**src/hw/uwbg_defs.vh**
```
// uwbg_defs.vh: register offsets, field positions, reset values and timing for the uart block
// assumes: included by the design file, the checker and the bench, by bare name
`ifndef UWBG_DEFS_VH
`define UWBG_DEFS_VH

// ----------------------------------------------------------------------------
// register offsets (3-bit index)
// ----------------------------------------------------------------------------
`define UWBG_A_BDH      3'h0
`define UWBG_A_BDL      3'h1
`define UWBG_A_CTRL1    3'h2
`define UWBG_A_CTRL2    3'h3
`define UWBG_A_STAT     3'h4
`define UWBG_A_CTRL3    3'h5
`define UWBG_A_DATA     3'h6
`define UWBG_A_INTEN    3'h7

// ----------------------------------------------------------------------------
// reset values
// ----------------------------------------------------------------------------
`define UWBG_BDH_RST    5'h00
`define UWBG_BDL_RST    8'h04
`define UWBG_ZERO13     13'h0000
`define UWBG_STAT_RST   8'hC0

// ----------------------------------------------------------------------------
// control register 1 fields
// ----------------------------------------------------------------------------
`define UWBG_C1_LOOP    7
`define UWBG_C1_M       4
`define UWBG_C1_WAKE    3
`define UWBG_C1_ILT     2
`define UWBG_C1_PE      1
`define UWBG_C1_PT      0

// ----------------------------------------------------------------------------
// control register 2 fields
// ----------------------------------------------------------------------------
`define UWBG_C2_TE      3
`define UWBG_C2_RE      2
`define UWBG_C2_RWU     1

// ----------------------------------------------------------------------------
// status bits (status, clear and enable share this layout)
// ----------------------------------------------------------------------------
`define UWBG_S_TDRE     7
`define UWBG_S_TC       6
`define UWBG_S_RDRF     5
`define UWBG_S_IDLE     4
`define UWBG_S_OR       3
`define UWBG_S_NF       2
`define UWBG_S_FE       1
`define UWBG_S_PF       0

// ----------------------------------------------------------------------------
// bit timing in oversampling ticks
// ----------------------------------------------------------------------------
`define UWBG_TICK_LAST  4'hF
`define UWBG_SMP_A      4'h7
`define UWBG_SMP_B      4'h8
`define UWBG_SMP_C      4'h9
`define UWBG_HALF       4'h7

`endif

```
**src/hw/uwbg_uart.v**
```verilog
// uwbg_uart.v: uart with 13-bit modulo baud generator, 8-bit register port
// assumes: one 40 MHz clock, pins asynchronous, stop request from the system
//
// Operation
// - baud = clock / (16 x divisor) for divisor 1..8191
// - divisor zero stops the baud generator completely
// - upper divisor write is buffered until lower divisor is written
// - generator idle after reset until receiver or transmitter enable written 1
// - transmitter and receiver share one generator per instance
// - all serial activity halts in stop mode
// - eight or nine data bits in both directions
// - nrz framing, full duplex on separate lines
// - double buffered transmit and receive, separate enables
// - parity generated on transmit, checked on receive when enabled
// - receiver wakes on idle line or address mark
// - reports tdre, tc, rdrf, overrun, parity, framing, noise, idle
// - three-sample majority recovers data and flags noise
// - eight registers, eight bits each
// - loop mode feeds transmitter output to the receiver
// - nine-bit frame: start, eight lsb-first bits, ninth bit, stop
// - parity makes ones count even or odd per parity type
`include "uwbg_defs.vh"
`timescale 1ns/100ps
`default_nettype none

module uwbg_uart (
    input  wire       clk,
    input  wire       nrst,
    input  wire [2:0] addr,
    input  wire [7:0] wdata,
    input  wire       wr,
    input  wire       rd,
    output reg  [7:0] rdata,
    input  wire       stop_mode,
    input  wire       rxd_pin,
    output reg        txd_pin,
    output reg        irq
);

    function [1:0] maj3;
        input a;
        input b;
        input c;
        begin
            maj3[0] = (a & b) | (a & c) | (b & c);
            maj3[1] = ~((a == b) & (b == c));
        end
    endfunction

    // ------------------------------------------------------------------------
    // registers
    // ------------------------------------------------------------------------
    reg  [4:0]  bdh_buf_r;
    reg  [12:0] baud_modulo_value_r;
    reg  [7:0]  ctrl1_r;
    reg  [7:0]  ctrl2_r;
    reg  [7:0]  stat_r;
    reg  [7:0]  inten_r;
    reg         gen_armed_r;
    reg         ninth_tx_r;
    reg  [7:0]  txbuf_r;
    reg         txbuf_ninth_r;
    reg  [8:0]  rxbuf_r;

    wire sel_wr_bdh = wr & (addr == `UWBG_A_BDH);
    wire sel_wr_bdl = wr & (addr == `UWBG_A_BDL);
    wire sel_wr_c1  = wr & (addr == `UWBG_A_CTRL1);
    wire sel_wr_c2  = wr & (addr == `UWBG_A_CTRL2);
    wire sel_wr_clr = wr & (addr == `UWBG_A_STAT);
    wire sel_wr_c3  = wr & (addr == `UWBG_A_CTRL3);
    wire sel_wr_dat = wr & (addr == `UWBG_A_DATA);
    wire sel_wr_ien = wr & (addr == `UWBG_A_INTEN);
    wire sel_rd_dat = rd & (addr == `UWBG_A_DATA);

    wire te      = ctrl2_r[`UWBG_C2_TE];
    wire re      = ctrl2_r[`UWBG_C2_RE];
    wire nine    = ctrl1_r[`UWBG_C1_M];
    wire par_en  = ctrl1_r[`UWBG_C1_PE];
    wire par_odd = ctrl1_r[`UWBG_C1_PT];

    // ------------------------------------------------------------------------
    // baud generator
    // ------------------------------------------------------------------------
    reg  [12:0] bcnt_r;
    reg         tick_r;
    wire        gen_run = gen_armed_r & (baud_modulo_value_r != `UWBG_ZERO13) & ~stop_mode;

    always @(posedge clk or negedge nrst) begin
        if (!nrst) begin
            bcnt_r <= 13'h0000;
            tick_r <= 1'b0;
        end else if (!gen_run) begin
            bcnt_r <= 13'h0000;
            tick_r <= 1'b0;
        end else if (bcnt_r >= baud_modulo_value_r - 13'h0001) begin
            bcnt_r <= 13'h0000;
            tick_r <= 1'b1;
        end else begin
            bcnt_r <= bcnt_r + 13'h0001;
            tick_r <= 1'b0;
        end
    end

    // ------------------------------------------------------------------------
    // receive pin synchroniser and loop select
    // ------------------------------------------------------------------------
    reg  rx_s1_r;
    reg  rx_s2_r;
    always @(posedge clk or negedge nrst) begin
        if (!nrst) begin
            rx_s1_r <= 1'b1;
            rx_s2_r <= 1'b1;
        end else begin
            rx_s1_r <= rxd_pin;
            rx_s2_r <= rx_s1_r;
        end
    end
    wire rx_in = ctrl1_r[`UWBG_C1_LOOP] ? txd_pin : rx_s2_r;

    // ------------------------------------------------------------------------
    // transmitter
    // ------------------------------------------------------------------------
    reg  [3:0]  ttick_r;
    reg  [3:0]  tbit_r;
    reg         tbusy_r;
    reg  [10:0] tsh_r;
    wire [3:0]  tlast = nine ? 4'hA : 4'h9;
    wire        tx_par = ^{txbuf_r, txbuf_ninth_r & nine} ^ par_odd;
    wire [8:0]  tx_word;
    assign tx_word[7:0] = (par_en & ~nine) ? {tx_par ^ txbuf_r[7], txbuf_r[6:0]} : txbuf_r;
    assign tx_word[8]   = (par_en & nine) ? (^txbuf_r ^ par_odd) : txbuf_ninth_r;
    wire        tx_load = tick_r & te & ~tbusy_r & ~stat_r[`UWBG_S_TDRE];
    wire        tx_done = tick_r & tbusy_r & (ttick_r == `UWBG_TICK_LAST) & (tbit_r == tlast);

    always @(posedge clk or negedge nrst) begin
        if (!nrst) begin
            ttick_r <= 4'h0;
            tbit_r  <= 4'h0;
            tbusy_r <= 1'b0;
            tsh_r   <= 11'h7FF;
            txd_pin <= 1'b1;
        end else if (tx_load) begin
            tbusy_r <= 1'b1;
            ttick_r <= 4'h0;
            tbit_r  <= 4'h0;
            tsh_r   <= nine ? {1'b1, tx_word, 1'b0} : {2'b11, tx_word[7:0], 1'b0};
            txd_pin <= 1'b0;
        end else if (tick_r & tbusy_r) begin
            ttick_r <= ttick_r + 4'h1;
            if (ttick_r == `UWBG_TICK_LAST) begin
                tbit_r  <= tbit_r + 4'h1;
                tsh_r   <= {1'b1, tsh_r[10:1]};
                txd_pin <= tsh_r[1];
                if (tbit_r == tlast) begin
                    tbusy_r <= 1'b0;
                    txd_pin <= 1'b1;
                end
            end
        end else if (!te) begin
            txd_pin <= 1'b1;
        end
    end

    // ------------------------------------------------------------------------
    // receiver: start hunt, 3-sample majority, wakeup
    // ------------------------------------------------------------------------
    reg  [3:0]  rtick_r;
    reg  [3:0]  rbit_r;
    reg         rbusy_r;
    reg  [8:0]  rsh_r;
    reg         s_a_r;
    reg         s_b_r;
    reg         noise_r;
    reg  [4:0]  idle_cnt_r;
    reg         idle_armed_r;
    wire [3:0]  rlast = nine ? 4'hA : 4'h9;
    wire [1:0]  mv    = maj3(s_a_r, s_b_r, rx_in);
    wire        r_smp = tick_r & rbusy_r & (rtick_r == `UWBG_SMP_C);
    wire        r_stop = r_smp & (rbit_r == rlast);
    wire [8:0]  rword = nine ? rsh_r : {1'b0, rsh_r[8:1]};
    wire        r_par_bad = par_en & ((nine ? ^rword : ^rword[7:0]) ^ par_odd);
    wire        rwu   = ctrl2_r[`UWBG_C2_RWU];
    wire        addr_mark = nine ? rword[8] : rword[7];
    wire        r_keep = ~rwu | (ctrl1_r[`UWBG_C1_WAKE] & addr_mark);
    wire [4:0]  idle_len = nine ? 5'h0B : 5'h0A;
    wire        idle_hit = tick_r & re & ~rbusy_r & idle_armed_r & rx_in & (rtick_r == `UWBG_TICK_LAST)
                           & (idle_cnt_r == idle_len - 5'h01);
    wire        rx_good = r_stop & mv[0] & r_keep;

    always @(posedge clk or negedge nrst) begin
        if (!nrst) begin
            rtick_r      <= 4'h0;
            rbit_r       <= 4'h0;
            rbusy_r      <= 1'b0;
            rsh_r        <= 9'h000;
            s_a_r        <= 1'b1;
            s_b_r        <= 1'b1;
            noise_r      <= 1'b0;
            idle_cnt_r   <= 5'h00;
            idle_armed_r <= 1'b0;
        end else if (!re) begin
            rbusy_r    <= 1'b0;
            rtick_r    <= 4'h0;
            idle_cnt_r <= 5'h00;
        end else if (tick_r) begin
            if (rtick_r == `UWBG_SMP_A) s_a_r <= rx_in;
            if (rtick_r == `UWBG_SMP_B) s_b_r <= rx_in;
            if (!rbusy_r) begin
                if (!rx_in) begin
                    rbusy_r      <= 1'b1;
                    rtick_r      <= 4'h1;
                    rbit_r       <= 4'h0;
                    noise_r      <= 1'b0;
                    idle_armed_r <= 1'b1;
                    idle_cnt_r   <= 5'h00;
                end else begin
                    rtick_r <= rtick_r + 4'h1;
                    if (rtick_r == `UWBG_TICK_LAST)
                        idle_cnt_r <= (idle_cnt_r == idle_len) ? idle_cnt_r : idle_cnt_r + 5'h01;
                end
            end else begin
                rtick_r <= rtick_r + 4'h1;
                if (rtick_r == `UWBG_SMP_C) begin
                    noise_r <= noise_r | mv[1];
                    if (rbit_r == 4'h0 && mv[0]) begin
                        rbusy_r <= 1'b0;
                    end else if (rbit_r == rlast) begin
                        rbusy_r    <= 1'b0;
                        rtick_r    <= `UWBG_HALF;
                        idle_cnt_r <= ctrl1_r[`UWBG_C1_ILT] ? 5'h00 : rlast + 5'h00;
                    end else begin
                        rsh_r <= {mv[0], rsh_r[8:1]};
                    end
                    rbit_r <= rbit_r + 4'h1;
                end
            end
            if (idle_hit) idle_armed_r <= 1'b0;
        end
    end

    // ------------------------------------------------------------------------
    // register writes, status flags (set wins over clear), interrupt
    // ------------------------------------------------------------------------
    reg  [7:0] stat_nxt;
    always @* begin
        stat_nxt = stat_r;
        if (sel_wr_clr) stat_nxt = stat_nxt & ~(wdata & 8'h1F);
        if (sel_wr_dat) begin
            stat_nxt[`UWBG_S_TDRE] = 1'b0;
            stat_nxt[`UWBG_S_TC]   = 1'b0;
        end
        if (sel_rd_dat) stat_nxt[`UWBG_S_RDRF] = 1'b0;
        if (tx_load) stat_nxt[`UWBG_S_TDRE] = 1'b1;
        if (tx_done & stat_r[`UWBG_S_TDRE]) stat_nxt[`UWBG_S_TC] = 1'b1;
        if (idle_hit & ~rwu) stat_nxt[`UWBG_S_IDLE] = 1'b1;
        if (rx_good) begin
            if (stat_r[`UWBG_S_RDRF]) stat_nxt[`UWBG_S_OR] = 1'b1;
            else begin
                stat_nxt[`UWBG_S_RDRF] = 1'b1;
                stat_nxt[`UWBG_S_NF]   = noise_r | mv[1];
                stat_nxt[`UWBG_S_PF]   = r_par_bad;
            end
        end
        if (r_stop & ~mv[0] & r_keep) stat_nxt[`UWBG_S_FE] = 1'b1;
    end

    always @(posedge clk or negedge nrst) begin
        if (!nrst) begin
            bdh_buf_r           <= `UWBG_BDH_RST;
            baud_modulo_value_r <= {`UWBG_BDH_RST, `UWBG_BDL_RST};
            ctrl1_r             <= 8'h00;
            ctrl2_r             <= 8'h00;
            stat_r              <= `UWBG_STAT_RST;
            inten_r             <= 8'h00;
            gen_armed_r         <= 1'b0;
            ninth_tx_r          <= 1'b0;
            txbuf_r             <= 8'h00;
            txbuf_ninth_r       <= 1'b0;
            rxbuf_r             <= 9'h000;
            irq                 <= 1'b0;
        end else begin
            stat_r <= stat_nxt;
            irq    <= |(stat_r & inten_r);
            if (sel_wr_bdh) bdh_buf_r <= wdata[4:0];
            if (sel_wr_bdl) baud_modulo_value_r <= {bdh_buf_r, wdata};
            if (sel_wr_c1) ctrl1_r <= wdata;
            if (sel_wr_c2) begin
                ctrl2_r <= wdata;
                if (wdata[`UWBG_C2_TE] | wdata[`UWBG_C2_RE]) gen_armed_r <= 1'b1;
            end
            if (sel_wr_c3) ninth_tx_r <= wdata[0];
            if (sel_wr_ien) inten_r <= wdata;
            if (sel_wr_dat) begin
                txbuf_r       <= wdata;
                txbuf_ninth_r <= ninth_tx_r;
            end
            if (rx_good & ~stat_r[`UWBG_S_RDRF]) rxbuf_r <= rword;
            if (idle_hit & rwu & ~ctrl1_r[`UWBG_C1_WAKE]) ctrl2_r[`UWBG_C2_RWU] <= 1'b0;
            if (r_stop & rwu & r_keep) ctrl2_r[`UWBG_C2_RWU] <= 1'b0;
        end
    end

    // ------------------------------------------------------------------------
    // read data, one cycle after the strobe
    // ------------------------------------------------------------------------
    always @(posedge clk or negedge nrst) begin
        if (!nrst) begin
            rdata <= 8'h00;
        end else if (rd) begin
            case (addr)
                `UWBG_A_BDH:   rdata <= {3'h0, bdh_buf_r};
                `UWBG_A_BDL:   rdata <= baud_modulo_value_r[7:0];
                `UWBG_A_CTRL1: rdata <= ctrl1_r;
                `UWBG_A_CTRL2: rdata <= ctrl2_r;
                `UWBG_A_STAT:  rdata <= stat_r;
                `UWBG_A_CTRL3: rdata <= {rxbuf_r[8], 6'h00, ninth_tx_r};
                `UWBG_A_DATA:  rdata <= rxbuf_r[7:0];
                default:       rdata <= inten_r;
            endcase
        end else begin
            rdata <= 8'h00;
        end
    end

endmodule // uwbg_uart
`default_nettype wire

```
**config.mk**
```make
export PLATFORM = sky130hd
export DESIGN_NAME = uwbg_uart
export DESIGN_NICKNAME = d
export VERILOG_FILES = /design/src/hw/uwbg_uart.v
export VERILOG_INCLUDE_DIRS = /design/src /design/src/hw
export SDC_FILE = /design/constraint.sdc
export NUM_CORES = 1
export LEC_CHECK = 0
export BUFFER_PORTS_ARGS = -buffer_cell sky130_fd_sc_hd__buf_2
export CAP_MARGIN = 20
export CORE_ASPECT_RATIO = 1.1
export CORE_MARGIN = 3
export CORE_UTILIZATION = 55
export DETAILED_ROUTE_END_ITERATION = 7
export GPL_TIMING_DRIVEN = 0
export MAX_ROUTING_LAYER = met4
export PLACE_DENSITY = 0.75
export SLEW_MARGIN = 20
export SYNTH_ARGS = -nofsm -noshare
export SYNTH_HDL_FRONTEND = slang
export SYNTH_SLANG_ARGS = --single-unit
```
**constraint.sdc**
```tcl
create_clock -name clk -period 2.9 [get_ports clk]
set_input_delay 0.29 -clock clk [delete_from_list [all_inputs] [get_ports clk]]
set_output_delay 0.29 -clock clk [all_outputs]
set_load 0.03 [all_outputs]
```
== After elaboration in Yosys (flattened, before gate mapping) ==
Cells that the tools add are included.

* $add $sub $neg: 8
* Order comparisons: 1
* Eq/ne operators: 30
* Muxes and demuxes: 82
* Bitwise gates (word level): 70
* Reductions and logical operators: 27

{| class="wikitable"
|+ Operator list
! operator !! number
|-
| $mux W4 || 16
|-
| $pmux W8 S7 || 1
|-
| $and A1 B1 Y1 || 46
|-
| $mux W5 || 9
|-
| $mux W1 || 42
|-
| $mux W11 || 3
|-
| $mux W13 || 2
|-
| $mux W8 || 3
|-
| $reduce_xor A9 Y1 || 2
|-
| $add A4 B1 Y4 const B || 4
|-
| $and A8 B8 Y8 || 2
|-
| $eq A4 B4 Y1 const B || 4
|-
| $reduce_xor A8 Y1 || 2
|-
| $add A13 B1 Y13 const B || 1
|-
| $ge A13 B13 Y1 || 1
|-
| $reduce_bool A13 Y1 || 1
|-
| $sub A13 B1 Y13 const B || 1
|-
| $eq A3 B3 Y1 const B || 4
|-
| $not A1 Y1 || 12
|-
| $reduce_and A6 Y1 || 2
|-
| $mux W10 || 1
|-
| $ne A2 B1 Y1 const B || 5
|-
| $reduce_bool A2 Y1 || 5
|-
| $mux W9 || 1
|-
| other kinds (26) || 48
|}

* Register bits after elaboration: 143
* Bits of input ports: 17
* Logic and storage cells: 254

== Logic depth before layout (Yosys ltp) ==
* Depth in word-level cells: 10
* Mapped depth: 13
* Mapped depth without buffers: 12

== Worst setup path before layout ==
Ideal clock, no wire load.

* Path kind: flip-flop to flip-flop
* From: register baud_modulo_value_r[0]
* To: register bcnt_r[10]
* Setup time: 0.136 ns
* Arrival: 2.747 ns
* Path slack: 0.017 ns
* Stages on the path, launching flop included: 13
* Buffers on the path: 1
* Clock period less this slack: 2.883 ns
* Cells stage by stage: dfrtp_1 inv_1 ha_1 or3b_1 nand2b_1 nor3_1 xnor2_1 ha_1 nand4_1 o31a_1 a21oi_1 clkbuf_1 nor3_1

* Longest elaborated chain between the ends: 4

{| class="wikitable"
|+ RTL lines
! element !! line !! RTL
|-
| start, declared || uwbg_uart.v:54 || <nowiki>reg [12:0] baud_modulo_value_r;</nowiki>
|-
| start signal, assigned || uwbg_uart.v:270 || <nowiki>baud_modulo_value_r <= {`UWBG_BDH_RST, `UWBG_BDL_RST};</nowiki>
|-
| start signal, assigned || uwbg_uart.v:285 || <nowiki>if (sel_wr_bdl) baud_modulo_value_r <= {bdh_buf_r, wdata};</nowiki>
|-
| $sub A13 B1 Y13 / $reduce_bool A13 Y1 (equally long branches) || -- ||
|-
| $ge A13 B13 Y1 / $and A1 B1 Y1 (equally long branches) || uwbg_uart.v:95, uwbg_uart.v:86 ||
|-
| $mux W13 / $and A1 B1 Y1 (equally long branches) || uwbg_uart.v:95, uwbg_uart.v:86 ||
|-
| $mux W13 * || uwbg_uart.v:92 || <nowiki>end else if (!gen_run) begin</nowiki>
|-
| end signal, assigned || uwbg_uart.v:99 || <nowiki>bcnt_r <= bcnt_r + 13'h0001;</nowiki>
|-
| end, declared || uwbg_uart.v:84 || <nowiki>reg [12:0] bcnt_r;</nowiki>
|}

Every way passes the cells marked *; elsewhere a longest branch is shown, timed or not.
A chain may end at the register's enable or synchronous reset.

== Final worst setup path ==
* From: register baud_modulo_value_r[0]
* To: register bcnt_r[8]

Same word-level chain as after synthesis.

==> summary.md <==
| Metric | Value |
|---|---|
| Total setup violations reported at the end of the flow | 13 |
| Post-route clock skew | roughly 7.4 ps |
| Area of the placeable core | around 13000 µm² |
| Longest individual stage delay on the worst path | about 400 ps |
| Initial core utilization | 57.3% |
| Number of nets still failing antenna checks after routing | 0 |
| Final count of pins violating max slew | 0 |
| Max Fclk | 0.337 GHz |
| Number of placed cells counting well taps | 859 |
| WS Path Type | register to register |
| Critical path data arrival time | 3270 ps |
| Syn nets | 718 |
| Remaining max-slew budget at the tightest pin | roughly half |
| Relative area change from synthesis to final layout | 17.0% |
| Number of top-level pins | 27 |
| TritonCTS clock tree | done |
| Placer congestion estimate | 0.966 |
| Final hold violation count | 0 |
| Min-Delay Startpoint | wdata[6] |
| Final design instance area without fill | 8580 µm² |
| Critical R2R Capture | bcnt_r[8] |
| Floorplan die height | 127 µm |
| Most common cell after layout, fill and taps aside | dfrtp_1 |
| Clock-pin slew on the worst setup and hold paths | 60 ps |
| Element type at the critical path end | register |
| Count of TritonRoute iterations in the first routing pass | 5 |
| Fill cell count | about 970 |
| Worst supply voltage drop on vdd | 0.000376 V |
| Number of warning messages in the yosys log | 0 |
| R2r startpoint | baud_modulo_value_r[0] |
| Slowest stage cell, crit path | dfrtp_1 |
| Total overflow reported by the global router | 0 |
| First DRT Iteration DRCs | 397 |
| Wire length per cell after detailed routing | 19.7 µm |
| Clock Latency Late Sink | about 420 ps |
| Half-perimeter wire length after detailed placement | 12.1 mm |
| # DRC | 0 |
| Violated checks | negative setup slack |
| Crit-path leading delay family | simple AND/OR/NAND/NOR gates |
| Combined buffer and inverter count along the critical path | 3 |
| Commonest cells after routing, fill and taps aside | dfrtp_1, nand2_1, mux2_2 |
| First-pass GRT wire length | 28.2 mm |
| Post-synthesis mux area share | approximately an eighth |
| Final worst path period need | between 2000 and 3000 ps |
| Count of max-cap constraint violations | 0 |
| All-Layer GR Usage | 25.6% |
| Cell count of the worst hold path | 2 |
| Clock sink count | 141 |
| Status | finished with violations |
| Die outline width | roughly 120 µm |
| Setup repair after global routing missed its margin | yes |
| H-tree lvl count | 4 |
| Number of distinct library cells after synthesis | 64 |
| Area share of fa/ha/maj cells after synthesis | 4.27% |
| Clock buffer depth | 2 |
| Combined area of all synthesized cells | 7330 µm² |
| Flip-flop and latch count after synthesis | 141 |
| Initial antenna violation count | 0 |
| Total power of the final layout | 6.03 mW |
| DR vias | 5591 |
| Share of the clock period used by the worst path after layout | 102% |
| PnR worst setup slack | -64.3 ps |
| Chain of cells forming the critical path | inv_2 > ha_4 > or3b_4 > nand4b_1 > buf_4 > nor4_4 > nor2_1 > ha_1 > nand4_1 > a21oi_4 > buf_8 > nor3_1 |
| Number of cells in the finished layout apart from fillers | 902 |
| Number of nets in the layout | 774 |
| Placed standard-cell area | a little under 8000 µm² |
| TritonCTS buffer count | 17 |
| Compound-cell area share of the yosys netlist | between 10% and 20% |
| Sequential share of the synthesized area | about half |
| Inserted Diodes | 0 |
| Post-synth EDFFs | 0 |
| Maximum number of pins on one net before global-route repair | 85 |
| Least-Margin Pin Slew | 751 ps |
| End point of the most critical hold path | inten_r[6] |
| Area share of xor/xnor cells in the synthesized design | 5.61% |
| Worst Setup Start Kind | register |
| Proportion of synthesized flip-flops having asynchronous set or reset | 100% |
| Worst Path Max Fanout | 5 |
| Fraction of final layout cells sized beyond drive strength 1 | 26.2% |
| Root Buffer | clkbuf_16 |
| Number of global-route vias before repair | approximately 5500 |
| Static Leak | 3.71 nW |
| Main combinational cell family by area after synthesis | simple AND/OR/NAND/NOR gates |
| Gate count of the mapped netlist | 676 |
| Vias per Instance | 6.20 |
| Required time at the endpoint of the critical path | about 3200 ps |
| DIE AREA | roughly 15000 µm² |
| Synth Area per Inst | 10.8 µm² |
| Number of port buffers | 25 |
| Simple logic cell fraction of the synthesized area | 14.1% |
| Number of cells on the worst reg-to-reg path | 12 |
| Power per cell area | 703 nW/µm² |
| Worst hold margin | 197 ps |
| Number of placement rows | between 40 and 50 |
| Main synth FF type | dfrtp_1 |
| Path type of the worst min-delay path | input pin to register |
| Worst-case register-to-register setup slack | -60 ps |
| Final Routed Wirelength | 17.8 mm |
==> stage by stage <==
step / util, % / setup WS (ps) / TNS (ps)
floorplan: - / 17.1 / 0
global placement: 59.8 / -342 / -41980
detailed placement: 60.1 / -487 / -5000
CTS: 66.1 / 17.2 / 0
global route: 67.0 / -201 / -2450
finish: 67.0 / -64.3 / -670
==> sequential cells by signal (all words and copies together), names as in the netlist, 5 cells and up <==
name,cells
baud_modulo_value_r,13
bcnt_r,13
rsh_r,9
rxbuf_r,9
tsh_r,9
ctrl1_r,8
ctrl2_r,8
inten_r,8
rdata,8
stat_r,8
txbuf_r,8
bdh_buf_r,5
idle_cnt_r,5
==> logic make-up (layout without fill, tap and decap cells) <==
group | after synthesis | count (layout)
and+or+nand+nor | 208 | 208
buffers and inverters | 40 | 109
DFF | 141 | 141
AOI/OAI and AO/OA | 132 | 132
adders and majority gates | 25 | 25
muxes | 83 | 83
xor gates and xnor gates | 47 | 47
==> layer usage <==
metal	track usage (%)	share of wire, %	up-vias
met2	41.6	52	172
met3	6.49	4.8	37
met1	31.0	41	2830
met4	8.87	2.4	0
met5	-	0	-
li1	-	-	2552
==> report_power, final <==
group / total [mW] / switching [mW] / internal (mW)
clock: 2.45 / 0.818 / 1.63
sequential: 2.50 / 0.275 / 2.23
combinational: 1.08 / 0.568 / 0.516
total: 6.03 / 1.66 / 4.37
==> how the worst max path moves through the flow <==
stage | start | end | slack [ps] | depth (start not counted)
floorplan | baud_modulo_value_r[0] | bcnt_r[10] | 20 | 12
global placement | baud_modulo_value_r[0] | bcnt_r[6] | -340 | 12
detailed placement | baud_modulo_value_r[0] | bcnt_r[10] | -490 | 12
CTS | baud_modulo_value_r[0] | bcnt_r[7] | 20 | 12
global route | baud_modulo_value_r[1] | bcnt_r[10] | -200 | 12
finish | baud_modulo_value_r[0] | bcnt_r[8] | -60 | 12
==> synthesized netlist by cell type (3+ instances only) <==
library cell,n,share of area (%)
dfrtp_1,124,42
nand2_1,57,2.9
mux2_2,53,8.1
nor2_1,49,2.5
o21ai_0,34,2.3
xnor2_1,28,3.3
a21oi_1,27,1.8
ha_1,25,4.3
nor3_1,22,1.5
mux2i_1,21,2.9
nand3_1,19,1.3
xor2_1,19,2.3
dfstp_2,17,6.1
inv_1,14,0.72
clkbuf_1,13,0.67
nand4_1,12,1.0
nor2b_1,9,0.77
a21o_1,8,0.82
a21oi_2,8,0.96
mux2_4,8,1.6
nand2b_1,8,0.68
a221oi_1,7,0.84
a22oi_1,6,0.61
a31oi_1,6,0.51
and2_1,5,0.43
and3_1,5,0.43
buf_2,5,0.34
nor3b_1,5,0.51
o2bb2ai_1,5,0.60
a211oi_1,4,0.41
o21a_1,4,0.41
o22ai_1,4,0.34
buf_1,3,0.15
buf_6,3,0.46
o221a_2,3,0.46
o31a_1,3,0.36
==> cell type report <==
type / instances / area [µm²] / share of cell area, %
Clock inverter: 12 / 216 / 2.52
Timing Repair Buffer: 37 / 262 / 3.05
Sequential cell: 141 / 3550 / 41.4
Buffer: 25 / 141 / 1.65
Multi-Input combinational cell: 495 / 3710 / 43.3
Clock buffer: 20 / 447 / 5.21
Tap cell: 157 / 196 / 2.29
Inverter: 15 / 56.3 / 0.656
==> repair_timing <==
| item | CTS | global route |
|---|---|---|
| gates cloned | 1 | 0 |
| pin swaps | 2 | 6 |
| hold buffers | 2 | 0 |
| gates resized for setup | 12 | 19 |
| endpoints found under the hold margin | 68 | 0 |
| endpoints found under the setup margin | 14 | 14 |
| setup buffers | 3 | 5 |
==> worst reg2reg max path, stage by stage, from the launching register on <==
cell and delay [ps]:
dfrtp_1 400, inv_2 110, ha_4 150, or3b_4 390, nand4b_1 260, buf_4 210
nor4_4 140, nor2_1 90, ha_1 340, nand4_1 210, a21oi_4 320, buf_8 170
nor3_1 60
No activity file was read; power rests on OpenSTA's default activity.
